`src/rtl/ltsw_defs.svh`:
```
`ifndef LTSW_DEFS_SVH
`define LTSW_DEFS_SVH

// register port map
`define ADDR_CTRL        8'h00
`define ADDR_STATUS      8'h04
`define ADDR_TRAP_COUNT  8'h08
`define ADDR_CUR_BASE    8'h0C
`define ADDR_LINK_BASE   8'h10

// control fields
`define CTRL_TS_BIT      0
`define CTRL_LEGACY_BIT  1
`define CTRL_RESET       2'h2

// status fields
`define STAT_BUSY_BIT    0
`define STAT_FAULT_LO    1
`define STAT_TS_BIT      3

// task-state area
`define MIN_AREA_LIMIT   32'h0000_0067
`define BASE_RESET       32'h0000_0000

// full tag codes
`define TAG_VALID        2'h0
`define TAG_ZERO         2'h1
`define TAG_SPECIAL      2'h2
`define TAG_EMPTY        2'h3

// extended-precision layout
`define EXP_ALL_ONES     15'h7FFF
`define EXP_ALL_ZEROS    15'h0000
`define SIG_INT_BIT      63
`define SIG_FRAC_HI      62

`endif

```
`src/rtl/ltsw_pkg.sv`:
```
package ltsw_pkg;

    typedef enum {SW_IDLE, SW_DRAIN, SW_SAVE, SW_LOAD} swState_t;

    typedef enum logic [1:0] {KIND_CALL, KIND_JUMP, KIND_EVENT, KIND_INTERRUPT_RETURN} swKind_t;

    typedef enum logic [1:0] {FAULT_NONE, FAULT_TASK_STATE, FAULT_PROT} fault_t;

    // one step per piece of per-task state, walked in this order
    typedef enum logic [3:0] {
        ITEM_CODE, ITEM_DATA_SEG, ITEM_STACK_SEG, ITEM_GPR, ITEM_FLAGS,
        ITEM_LDT, ITEM_TASK_LINK, ITEM_BITMAPS, ITEM_PAGE_BASE
    } taskItem_t;

    typedef struct packed {
        logic       valid;
        logic       isFpMedia;
    } decodeReq_t;

    typedef struct packed {
        logic        valid;
        swKind_t     kind;
        logic [31:0] areaBase;
        logic [31:0] areaLimit;
        logic        targetBusy;
    } switchReq_t;

    typedef struct packed {
        logic        valid;
        logic        write;
        logic [31:0] base;
        taskItem_t   item;
    } memReq_t;

    typedef struct packed {
        logic        valid;
        logic        oneBitTag;
        logic [14:0] exponent;
        logic [63:0] significand;
    } fprImage_t;

endpackage : ltsw_pkg

```
`src/rtl/lazy_context_task_switch.sv`:
```
// Implementation choices: the address map and the address-and-strobe port.
`timescale 1ns/10ps
`include "ltsw_defs.svh"

module lazy_context_task_switch
    import ltsw_pkg::*;
(
    // clock and reset
    input  wire logic        sys_clk,
    input  wire logic        rst,
    // register port
    input  wire logic [7:0]  regAddr,
    input  wire logic [31:0] regWrData,
    input  wire logic        regWr,
    input  wire logic        regRd,
    output logic      [31:0] regRdData,
    // decode stage
    input  decodeReq_t       decReq,
    output logic             issueOk,
    output logic             unitNotAvailableTrap,
    // switch triggers and pipeline
    input  switchReq_t       swReq,
    input  wire logic        pipeIdle,
    output logic             switchBusy,
    output logic             swRefused,
    output logic             faultPulse,
    output fault_t           faultKind,
    output logic             fetchStart,
    output logic      [31:0] fetchBase,
    // task-state memory
    output memReq_t          memReq,
    input  wire logic        memAck,
    // tag rebuild
    input  fprImage_t        tagIn,
    output logic      [1:0]  fullTag,
    output logic             fullTagValid
);

    ////////////////////////////////////////////////////////////////////////
    // declarations

    swState_t    state_q;
    logic        taskSwitchedFlag_q;
    logic        legacyMode_q;
    logic [31:0] curBase_q;
    logic [31:0] linkBase_q;
    logic [31:0] targetBase_q;
    logic [31:0] trapCount_q;
    logic        moverStart;
    logic        moverLoad;
    logic [31:0] moverBase;
    logic        moverDone;
    logic        switchDone;
    logic        ctrlWrite;
    logic        fpAttempt;
    logic        trigger;
    logic        limitShort;
    logic        busyHit;
    logic        accept;
    logic [1:0]  tagComb;

    function automatic logic hitAddr(input logic [7:0] a, input logic [7:0] r);
        hitAddr = (a == r);
    endfunction : hitAddr

    ////////////////////////////////////////////////////////////////////////
    // decode gating

    assign fpAttempt = decReq.valid && decReq.isFpMedia;

    // flag is looked at in the decode cycle, so a write lands on the next one
    always_comb begin
        unitNotAvailableTrap = fpAttempt && taskSwitchedFlag_q;
        // nothing issues while trapping, so only trapCount_q changes
        issueOk = decReq.valid && !unitNotAvailableTrap
                  && (state_q == SW_IDLE);
    end

    always_ff @(posedge sys_clk) begin
        if (rst) begin
            trapCount_q <= '0;
        end else if (unitNotAvailableTrap) begin
            trapCount_q <= trapCount_q + 32'h1;
        end
    end

    ////////////////////////////////////////////////////////////////////////
    // control register

    assign ctrlWrite  = regWr && hitAddr(regAddr, `ADDR_CTRL);
    assign switchDone = (state_q == SW_LOAD) && moverDone;

    always_ff @(posedge sys_clk) begin
        if (rst) begin
            taskSwitchedFlag_q <= 1'(`CTRL_RESET >> `CTRL_TS_BIT);
        end else if (switchDone) begin
            // hardware set beats a software clear in the same cycle
            taskSwitchedFlag_q <= 1'b1;
        end else if (ctrlWrite) begin
            taskSwitchedFlag_q <= regWrData[`CTRL_TS_BIT];
        end
    end

    always_ff @(posedge sys_clk) begin
        if (rst) begin
            legacyMode_q <= 1'(`CTRL_RESET >> `CTRL_LEGACY_BIT);
        end else if (ctrlWrite && state_q == SW_IDLE) begin
            // mode frozen mid-switch so a switch always finishes cleanly
            legacyMode_q <= regWrData[`CTRL_LEGACY_BIT];
        end
    end

    ////////////////////////////////////////////////////////////////////////
    // trigger checks

    assign trigger    = swReq.valid && (state_q == SW_IDLE);
    assign limitShort = swReq.areaLimit < `MIN_AREA_LIMIT;
    // the linked task is busy by design, so the return skips that check
    assign busyHit    = swReq.targetBusy && (swReq.kind != KIND_INTERRUPT_RETURN);
    assign accept     = trigger && legacyMode_q && !limitShort && !busyHit;

    always_ff @(posedge sys_clk) begin
        if (rst) begin
            swRefused  <= 1'b0;
            faultPulse <= 1'b0;
            faultKind  <= FAULT_NONE;
        end else begin
            swRefused  <= trigger && !legacyMode_q;
            faultPulse <= trigger && legacyMode_q && (limitShort || busyHit);
            if (trigger && legacyMode_q && limitShort) begin
                faultKind <= FAULT_TASK_STATE;
            end else if (trigger && legacyMode_q && busyHit) begin
                faultKind <= FAULT_PROT;
            end
        end
    end

    ////////////////////////////////////////////////////////////////////////
    // switch sequence

    always_ff @(posedge sys_clk) begin
        if (rst) begin
            state_q <= SW_IDLE;
        end else begin
            unique case (state_q)
                SW_IDLE: begin
                    if (accept) begin
                        state_q <= SW_DRAIN;
                    end
                end
                SW_DRAIN: begin
                    if (pipeIdle) begin
                        state_q <= SW_SAVE;
                    end
                end
                SW_SAVE: begin
                    if (moverDone) begin
                        state_q <= SW_LOAD;
                    end
                end
                SW_LOAD: begin
                    if (moverDone) begin
                        state_q <= SW_IDLE;
                    end
                end
            endcase
        end
    end

    always_ff @(posedge sys_clk) begin
        if (rst) begin
            targetBase_q <= `BASE_RESET;
        end else if (accept) begin
            targetBase_q <= (swReq.kind == KIND_INTERRUPT_RETURN) ? linkBase_q
                                                      : swReq.areaBase;
        end
    end

    // nesting kinds remember the caller; a plain jump does not nest
    always_ff @(posedge sys_clk) begin
        if (rst) begin
            linkBase_q <= `BASE_RESET;
        end else if (accept && (swReq.kind == KIND_CALL || swReq.kind == KIND_EVENT)) begin
            linkBase_q <= curBase_q;
        end
    end

    always_ff @(posedge sys_clk) begin
        if (rst) begin
            curBase_q  <= `BASE_RESET;
            fetchStart <= 1'b0;
            fetchBase  <= `BASE_RESET;
        end else begin
            fetchStart <= switchDone;
            if (switchDone) begin
                curBase_q <= targetBase_q;
                fetchBase <= targetBase_q;
            end
        end
    end

    // save the old task first, then load the new one
    always_comb begin
        moverStart = ((state_q == SW_DRAIN) && pipeIdle)
                     || ((state_q == SW_SAVE) && moverDone);
        moverLoad  = (state_q == SW_SAVE);
        moverBase  = (state_q == SW_SAVE) ? targetBase_q : curBase_q;
    end

    assign switchBusy = (state_q != SW_IDLE);

    task_state_mover mover (
        .sys_clk (sys_clk),
        .rst     (rst),
        .start   (moverStart),
        .loadDir (moverLoad),
        .base    (moverBase),
        .done    (moverDone),
        .memReq  (memReq),
        .memAck  (memAck)
    );

    ////////////////////////////////////////////////////////////////////////
    // tag rebuild

    fpr_tag_classifier classifier (
        .exponent    (tagIn.exponent),
        .significand (tagIn.significand),
        .oneBitTag   (tagIn.oneBitTag),
        .fullTag     (tagComb)
    );

    always_ff @(posedge sys_clk) begin
        if (rst) begin
            fullTag      <= `TAG_EMPTY;
            fullTagValid <= 1'b0;
        end else begin
            fullTagValid <= tagIn.valid;
            if (tagIn.valid) begin
                fullTag <= tagComb;
            end
        end
    end

    ////////////////////////////////////////////////////////////////////////
    // register read

    always_ff @(posedge sys_clk) begin
        if (rst) begin
            regRdData <= '0;
        end else if (regRd) begin
            regRdData <= '0;
            if (hitAddr(regAddr, `ADDR_CTRL)) begin
                regRdData[`CTRL_TS_BIT]     <= taskSwitchedFlag_q;
                regRdData[`CTRL_LEGACY_BIT] <= legacyMode_q;
            end else if (hitAddr(regAddr, `ADDR_STATUS)) begin
                regRdData[`STAT_BUSY_BIT]              <= switchBusy;
                regRdData[`STAT_FAULT_LO +: 2]         <= faultKind;
                regRdData[`STAT_TS_BIT]                <= taskSwitchedFlag_q;
            end else if (hitAddr(regAddr, `ADDR_TRAP_COUNT)) begin
                regRdData <= trapCount_q;
            end else if (hitAddr(regAddr, `ADDR_CUR_BASE)) begin
                regRdData <= curBase_q;
            end else if (hitAddr(regAddr, `ADDR_LINK_BASE)) begin
                regRdData <= linkBase_q;
            end
        end else begin
            regRdData <= '0;
        end
    end
endmodule : lazy_context_task_switch

```
`src/rtl/fpr_tag_classifier.sv`:
```
`timescale 1ns/10ps
`include "ltsw_defs.svh"

module fpr_tag_classifier
    import ltsw_pkg::*;
(
    // saved register image
    input  wire logic [14:0] exponent,
    input  wire logic [63:0] significand,
    input  wire logic        oneBitTag,
    // rebuilt tag
    output logic      [1:0]  fullTag
);

    logic intBit;
    logic fracZero;

    assign intBit   = significand[`SIG_INT_BIT];
    assign fracZero = (significand[`SIG_FRAC_HI:0] == '0);

    always_comb begin
        if (!oneBitTag) begin
            fullTag = `TAG_EMPTY;
        end else if (exponent == `EXP_ALL_ZEROS) begin
            fullTag = (!intBit && fracZero) ? `TAG_ZERO : `TAG_SPECIAL;
        end else if (exponent == `EXP_ALL_ONES) begin
            fullTag = `TAG_SPECIAL;
        end else begin
            // unnormals have no integer bit and count as special
            fullTag = intBit ? `TAG_VALID : `TAG_SPECIAL;
        end
    end

endmodule : fpr_tag_classifier

```
`src/rtl/task_state_mover.sv`:
```
`timescale 1ns/10ps
`include "ltsw_defs.svh"

module task_state_mover
    import ltsw_pkg::*;
(
    // clock and reset
    input  wire logic        sys_clk,
    input  wire logic        rst,
    // command
    input  wire logic        start,
    input  wire logic        loadDir,
    input  wire logic [31:0] base,
    output logic             done,
    // memory side
    output memReq_t          memReq,
    input  wire logic        memAck
);

    logic active_q;

    always_ff @(posedge sys_clk) begin
        if (rst) begin
            active_q <= 1'b0;
            memReq   <= '0;
            done     <= 1'b0;
        end else begin
            done <= 1'b0;
            if (start && !active_q) begin
                active_q       <= 1'b1;
                memReq.valid   <= 1'b1;
                memReq.write   <= !loadDir;
                memReq.base    <= base;
                memReq.item    <= ITEM_CODE;
            end else if (active_q && memAck) begin
                if (memReq.item == ITEM_PAGE_BASE) begin
                    active_q     <= 1'b0;
                    memReq.valid <= 1'b0;
                    done         <= 1'b1;
                end else begin
                    // every piece of task state, one beat each
                    memReq.item <= taskItem_t'(memReq.item + 4'h1);
                end
            end
        end
    end

endmodule : task_state_mover

```
`config.mk`:
```
export PLATFORM = sky130hd
export DESIGN_NAME = lazy_context_task_switch
export DESIGN_NICKNAME = d
export VERILOG_FILES = /design/src/rtl/ltsw_pkg.sv /design/src/rtl/lazy_context_task_switch.sv /design/src/rtl/fpr_tag_classifier.sv /design/src/rtl/task_state_mover.sv
export VERILOG_INCLUDE_DIRS = /design/src /design/src/rtl
export SDC_FILE = /design/constraint.sdc
export NUM_CORES = 1
export LEC_CHECK = 0
export BUFFER_PORTS_ARGS = -buffer_cell sky130_fd_sc_hd__buf_2
export CORE_MARGIN = 2
export CORE_UTILIZATION = 35
export CTS_BUF_LIST = sky130_fd_sc_hd__clkbuf_16
export DETAILED_ROUTE_END_ITERATION = 12
export MAX_ROUTING_LAYER = met4
export PLACE_DENSITY = 0.64
export SYNTH_ARGS = -nofsm -noshare
export SYNTH_HDL_FRONTEND = slang
export SYNTH_HIERARCHICAL = 1
export SYNTH_SLANG_ARGS = --single-unit
```
`constraint.sdc`:
```
create_clock -name sys_clk -period 3.5 [get_ports sys_clk]
set_input_delay 0.35 -clock sys_clk [delete_from_list [all_inputs] [get_ports sys_clk]]
set_output_delay 0.35 -clock sys_clk [all_outputs]
set_load 0.03 [all_outputs]
```
Word level (Yosys, flattened, before mapping)
Index checks and enable logic that the tools add are counted.
{"block": "totals", "output_inout_bits": 113, "ramBits": 0, "rom_bits": 0, "latchBits": 0, "reg_bits": 241, "memories": 0, "elab_cells": 124}
{"block": "op_classes", "muxes": 25, "n_eq_ne": 19, "bitwise_logic": 3, "n_lt_le_gt_ge": 1, "n_reduce_logical": 52, "mul": 0, "n_div": 0, "shift": 0, "add_sub_neg": 2}
{"operator": "$mux W32", "count": 9}
{"operator": "$pmux W32 S4", "count": 1}
{"operator": "$eq A32 B2 Y1 const B", "count": 3}
{"operator": "$eq A32 B3 Y1 const B", "count": 2}
{"operator": "$logic_not A32 Y1", "count": 2}
{"operator": "$logic_not A63 Y1", "count": 1}
{"operator": "$add A32 B1 Y32 const B", "count": 1}
{"operator": "$eq A32 B1 Y1 const B", "count": 1}
{"operator": "$lt A32 B7 Y1 const B", "count": 1}
{"operator": "$reduce_bool A32 Y1", "count": 1}
{"operator": "$logic_and A1 B1 Y1", "count": 22}
{"operator": "$eq A8 B4 Y1 const B", "count": 2}
{"operator": "$eq A15 B15 Y1 const B", "count": 1}
{"operator": "$logic_not A15 Y1", "count": 1}
{"operator": "$mux W2", "count": 6}
{"operator": "$eq A8 B3 Y1 const B", "count": 1}
{"operator": "$eq A8 B5 Y1 const B", "count": 1}
{"operator": "$logic_not A8 Y1", "count": 1}
{"operator": "$mux W1", "count": 8}
{"operator": "$reduce_bool A2 Y1", "count": 4}
{"operator": "$logic_not A1 Y1", "count": 7}
{"operator": "$ne A2 B2 Y1 const B", "count": 3}
{"operator": "$reduce_or A2 Y1", "count": 3}
{"operator": "$reduce_or A3 Y1", "count": 2}
{"operator": "other kinds (11)", "count": 18}

Depth between registers and ports, before layout
{"block": "depth", "word_depth": 7, "depth_mapped": 10}

By module
The synthesis kept the hierarchy.
{"mod": "lazy_context_task_switch", "cells_each": 898, "area_per_inst_um2": 8016.4, "n_inst": 1}
{"mod": "task_state_mover", "cells_each": 180, "area_per_inst_um2": 1460.2, "n_inst": 1}
{"mod": "fpr_tag_classifier", "cells_each": 35, "area_per_inst_um2": 224.0, "n_inst": 1}

Worst setup path before layout
No wires, ideal clock.
{"block": "synth_timing", "path_kind": "reg-to-reg", "startpoint": "register state_q[0]", "endpoint": "register mover/memReq[18] (netlist name)", "path_slack_ns": 1.499, "synth_period_minus_slack_ns": 2.001, "n_path_buf": 4, "arrival_ns": 1.930, "path_stages_with_launch": 11, "setup_ns": 0.070, "t_required_ns": 3.430, "path_cell_list": "dfxtp_1 > inv_1 > ha_1 > clkbuf_1 > clkbuf_1 > a22o_1 > nor2b_1 > buf_2 > buf_4 > nand2_1 > a21oi_1"}
{"block": "synth_via", "elab_chain_cells": 4}
{"element": "start, declared", "line_no": "lazy_context_task_switch.sv:42", "text": "swState_t state_q;"}
{"element": "start signal, assigned", "line_no": "lazy_context_task_switch.sv:143", "text": "state_q <= SW_IDLE;"}
{"element": "start signal, assigned", "line_no": "lazy_context_task_switch.sv:148", "text": "state_q <= SW_DRAIN;"}
{"element": "start signal, assigned", "line_no": "lazy_context_task_switch.sv:153", "text": "state_q <= SW_SAVE;"}
{"element": "$eq A32 B3 Y1"}
{"element": "via moverLoad", "line_no": "lazy_context_task_switch.sv:50", "text": "logic moverLoad;"}
{"element": "$logic_and A1 B1 Y1", "line_no": "lazy_context_task_switch.sv:205", "text": "|| ((state_q == SW_SAVE) && moverDone);"}
{"element": "$logic_or A1 B1 Y1", "line_no": "lazy_context_task_switch.sv:205"}
{"element": "via moverStart", "line_no": "lazy_context_task_switch.sv:49", "text": "logic moverStart;"}
{"element": "$logic_and A1 B1 Y1", "line_no": "task_state_mover.sv:29", "text": "if (start && !active_q) begin"}
The timed path passes the listed nets, and every way through them passes these cells.
A chain may end at the register's enable or synchronous reset.

Worst setup path in the final report
{"block": "layout_timing", "startpoint": "register state_q[0]", "endpoint": "register linkBase_q[11]"}
{"block": "layout_via", "elab_chain_cells": 6}
{"element": "$logic_not A32 Y1", "line_no": "lazy_context_task_switch.sv:116", "text": "assign trigger = swReq.valid && (state_q == SW_IDLE);"}
{"element": "$logic_and A1 B1 Y1", "line_no": "lazy_context_task_switch.sv:116"}
{"element": "$logic_and A1 B1 Y1 (3 in series)", "line_no": "lazy_context_task_switch.sv:120", "text": "assign accept = trigger && legacyMode_q && !limitShort && !busyHit;"}
{"element": "$logic_and A1 B1 Y1", "line_no": "lazy_context_task_switch.sv:183", "text": "end else if (accept && (swReq.kind == KIND_CALL || swReq.kind == KIND_EVENT)) begin"}
{"element": "end signal, assigned", "line_no": "lazy_context_task_switch.sv:182", "text": "linkBase_q <= `BASE_RESET;"}
{"element": "end signal, assigned", "line_no": "lazy_context_task_switch.sv:184", "text": "linkBase_q <= curBase_q;"}
{"element": "end, declared", "line_no": "lazy_context_task_switch.sv:46", "text": "logic [31:0] linkBase_q;"}
No other way between the ends.

==> flow_summary.ini <==
[status]
outcome = finished, final reports clean

[logic_synthesis]
synth_nets = 1317
yosysMostFrequentCell = dfxtp_1
synth_area_per_cell_um2 = 8.72
syn_area_mm2 = 0.00970
yosysWarnings = 6
synth_top_area_share_pct = 43.5
synth_top_area_cell = dfxtp_1
synthTopCellsByCount = 211 x dfxtp_1, 152 x nand2_1, 128 x nor2_1
ys_top_cells_by_area = dfxtp_1 44%, mux2i_1 6.6%, nand2_1 5.9%, a21oi_1 5.6%, nor2_1 5.0%
synth-edff-count = 0
synthDistinctLibCells = 57
ys.flop_type = dfxtp_1
yosys_register_bits = 211
synth_cells = 1113
async_flop_share_pct = 0
ys_seq_area_share_pct = 43.5

[cts]
post_cts_buffers = 0
cts_inserted_buffers = 24
cts.clk_slew.worst_paths_ns = 0.06
cts_tree = yes
cts_root_buf = clkbuf_16
cts_hold_buf = 0
cts_max_level = 1
clkLatencyLatePin_ns = 0.52
cts_resized = 0
clock_sinks = 211
cts_buffer_depth = 3

[detailed_routing]
drtIter0Drc = 564
firstDrtPassIters = 5
routed_wl_um = 28400
drcViolationCount = 0
dr_total_vias = 8740
avgRoutedWirePerCell_um = 16.3
antenna_left = 0
vias_per_cell = 5.01

[critical_path]
worst_ep_arrival_time_ns = 3.11
reg2reg_slack_ns = 0.83
worstPathCellList = inv_1 -> ha_1 -> and3_4 -> a21bo_2 -> a311o_2 -> buf_4 -> nand3b_1 -> o21ai_1
max_stage_delay_ns = 0.66
required_ns = 3.94
cp-start-kind = register
worstSetupPathType = register to register
end_kind = register
crit_slowest_cell = a311o_2
cp_max_fo = 34

[placement]
hpwl_um = 19400
place_area_mm2 = 0.0113
io_buffers = 279
gp_congestion = 0.806

[floorplan]
start_util_pct = 35.8
fp.dieW_um = 170
coreArea_mm2 = 0.0271
die_area_mm2 = 0.0291
num_io_pins = 310
die_h_um = 170
rows = 60

[timing]
hold_viol = 0
fin_crit_sh_pct = 76.3
rsz0062_at_grt = no
fin_skew_ns = 0.0187
slew_viol_final = 0
fin_setup_tns_ns = 0
min_period_ns = 2.67
clock.fmax_mhz = 375
relSlewSlack_pct = 41.5
tightest_slew_ns = 0.875
setup_viol = 0

[job]
maxCapViolations = 0

[grt]
antenna_found_initial = 3
track_usage_pct = 19.7
grtUsageMet2_pct = 31.4
grt_pass1_vias = 8322
grt_util_met3_pct = 3.88
overflow = 0
busiest_layer = met2
use_met1_pct = 26.0
grt_pass1_wl_um = 44400
grt_start_max_net_pins = 96

[pwr]
irDropWorstVdd_mv = 0.331
power_density_mw_per_mm2 = 502
power.leakage_uw = 0.00496

[finish]
final_layout_size_suffix_gt1_share_pct = 29.4
nets = 1555
syn_to_final_growth_pct = 24.9
final_area_mm2 = 0.0121

[min_path]
hold_class = input pin to register
routing by layer:
| metal | vias up | routed length (um) | share of wire [%] |
|---|---|---|---|
| li1 | 4381 | - | - |
| met1 | 4093 | 13100 | 46 |
| met2 | 237 | 13100 | 46 |
| met3 | 29 | 1820 | 6.4 |
| met4 | 0 | 432 | 1.5 |
| met5 | - | 0 | 0 |
through the flow:
step / setup WS (ns) / hold WS, ns / std cells / power, uW / utilization [%]
2_1_floorplan: 1.50 / 0.437 / 1113 / 3240 / -
3_3_place_gp: 0.832 / 0.441 / 1697 / 3500 / 41.6
3_5_place_dp: 0.766 / 0.446 / 1697 / 3520 / 41.6
4_1_cts: 0.784 / 0.0550 / 1741 / 6180 / 44.7
5_1_grt: 0.597 / 0.0655 / 1744 / 6370 / 44.7
6_report: 0.831 / 0.0764 / 1745 / 6080 / 44.7
cell usage in the layout (no fill, tap or decap), types with 4 or more instances in the layout:
cell type	instances
buf_2	278
bufinv_16	5
clkinv_1	5
a21oi_1	109
and3_1	4
nor3_1	17
nand2b_1	35
nand3b_1	33
and4_1	7
nand2_1	151
nor2_1	128
mux2_2	32
clkinv_2	5
o21ai_1	5
o21ai_0	7
clkbuf_16	24
inv_1	20
a211oi_1	37
ha_1	6
nor4_1	30
o21ai_2	27
nand4_1	16
buf_4	12
nand3_1	15
mux2i_1	64
xnor2_1	20
or3_1	4
diode_2	4
xor2_1	9
dfxtp_1	211
nor2b_1	5
registers in the layout, indices dropped and copies added (netlist names):
signal	count
curBase_q	32
faultKind	2
faultPulse	1
fetchStart	1
fullTag	2
fullTagValid	1
legacyMode_q	1
linkBase_q	32
mover/active_q	1
mover/done	1
mover/memReq	37
regRdData	32
state_q	2
swRefused	1
targetBase_q	32
taskSwitchedFlag_q	1
trapCount_q	32
kinds of logic after synthesis:
logic type	after synthesis	share of synthesized area [%]
compound gates	206	13.5
xor+xnor	29	2.62
fa+ha+maj	7	0.903
buf+inv	98	5.13
flops	211	43.5
mux	96	10.3
simple gates	466	24.0
final timing paths:
kind | start | endpoint | depth (start not counted)
worst min-delay path | swReq[67] | swRefused$_SDFF_PP0_ | 3
worst max-delay path | state_q[0]$_SDFFE_PP0P_ | linkBase_q[11]$_SDFFE_PP0P_ | 8
worst min register to register | mover/memReq[14]$_SDFFE_PP0P_ | mover/memReq[14]$_SDFFE_PP0P_ | 2
worst max register to register | state_q[0]$_SDFFE_PP0P_ | linkBase_q[11]$_SDFFE_PP0P_ | 8
power breakdown:
group | total, uW | internal [uW] | switching (uW) | leakage (uW)
clock network | 2630 | 1620 | 1020 | 0.000417
logic | 879 | 336 | 542 | 0.00284
registers | 2570 | 2500 | 75.2 | 0.00171
critical path: cells and delay by family (launching register included):
| kind | cells | cell delay [ns] |
|---|---|---|
| AO/OA/AOI/OAI | 3 | 0.99 |
| adder cells (fa/ha/maj) | 1 | 0.24 |
| buffers and inverters | 2 | 0.63 |
| flip-flops | 1 | 0.38 |
| AND/OR/NAND/NOR | 2 | 0.34 |
area by class of cell:
type / count / area, um^2
fillers: 2687 / 15000
multi-input cells: 804 / 4990
flip-flops and latches: 211 / 4220
repair buffers: 293 / 1530
clock buffers: 24 / 601
well taps: 372 / 465
clock inverters: 20 / 229
inverters: 17 / 63.8
diodes: 4 / 10.0
No activity file was read; power rests on OpenSTA's default activity.
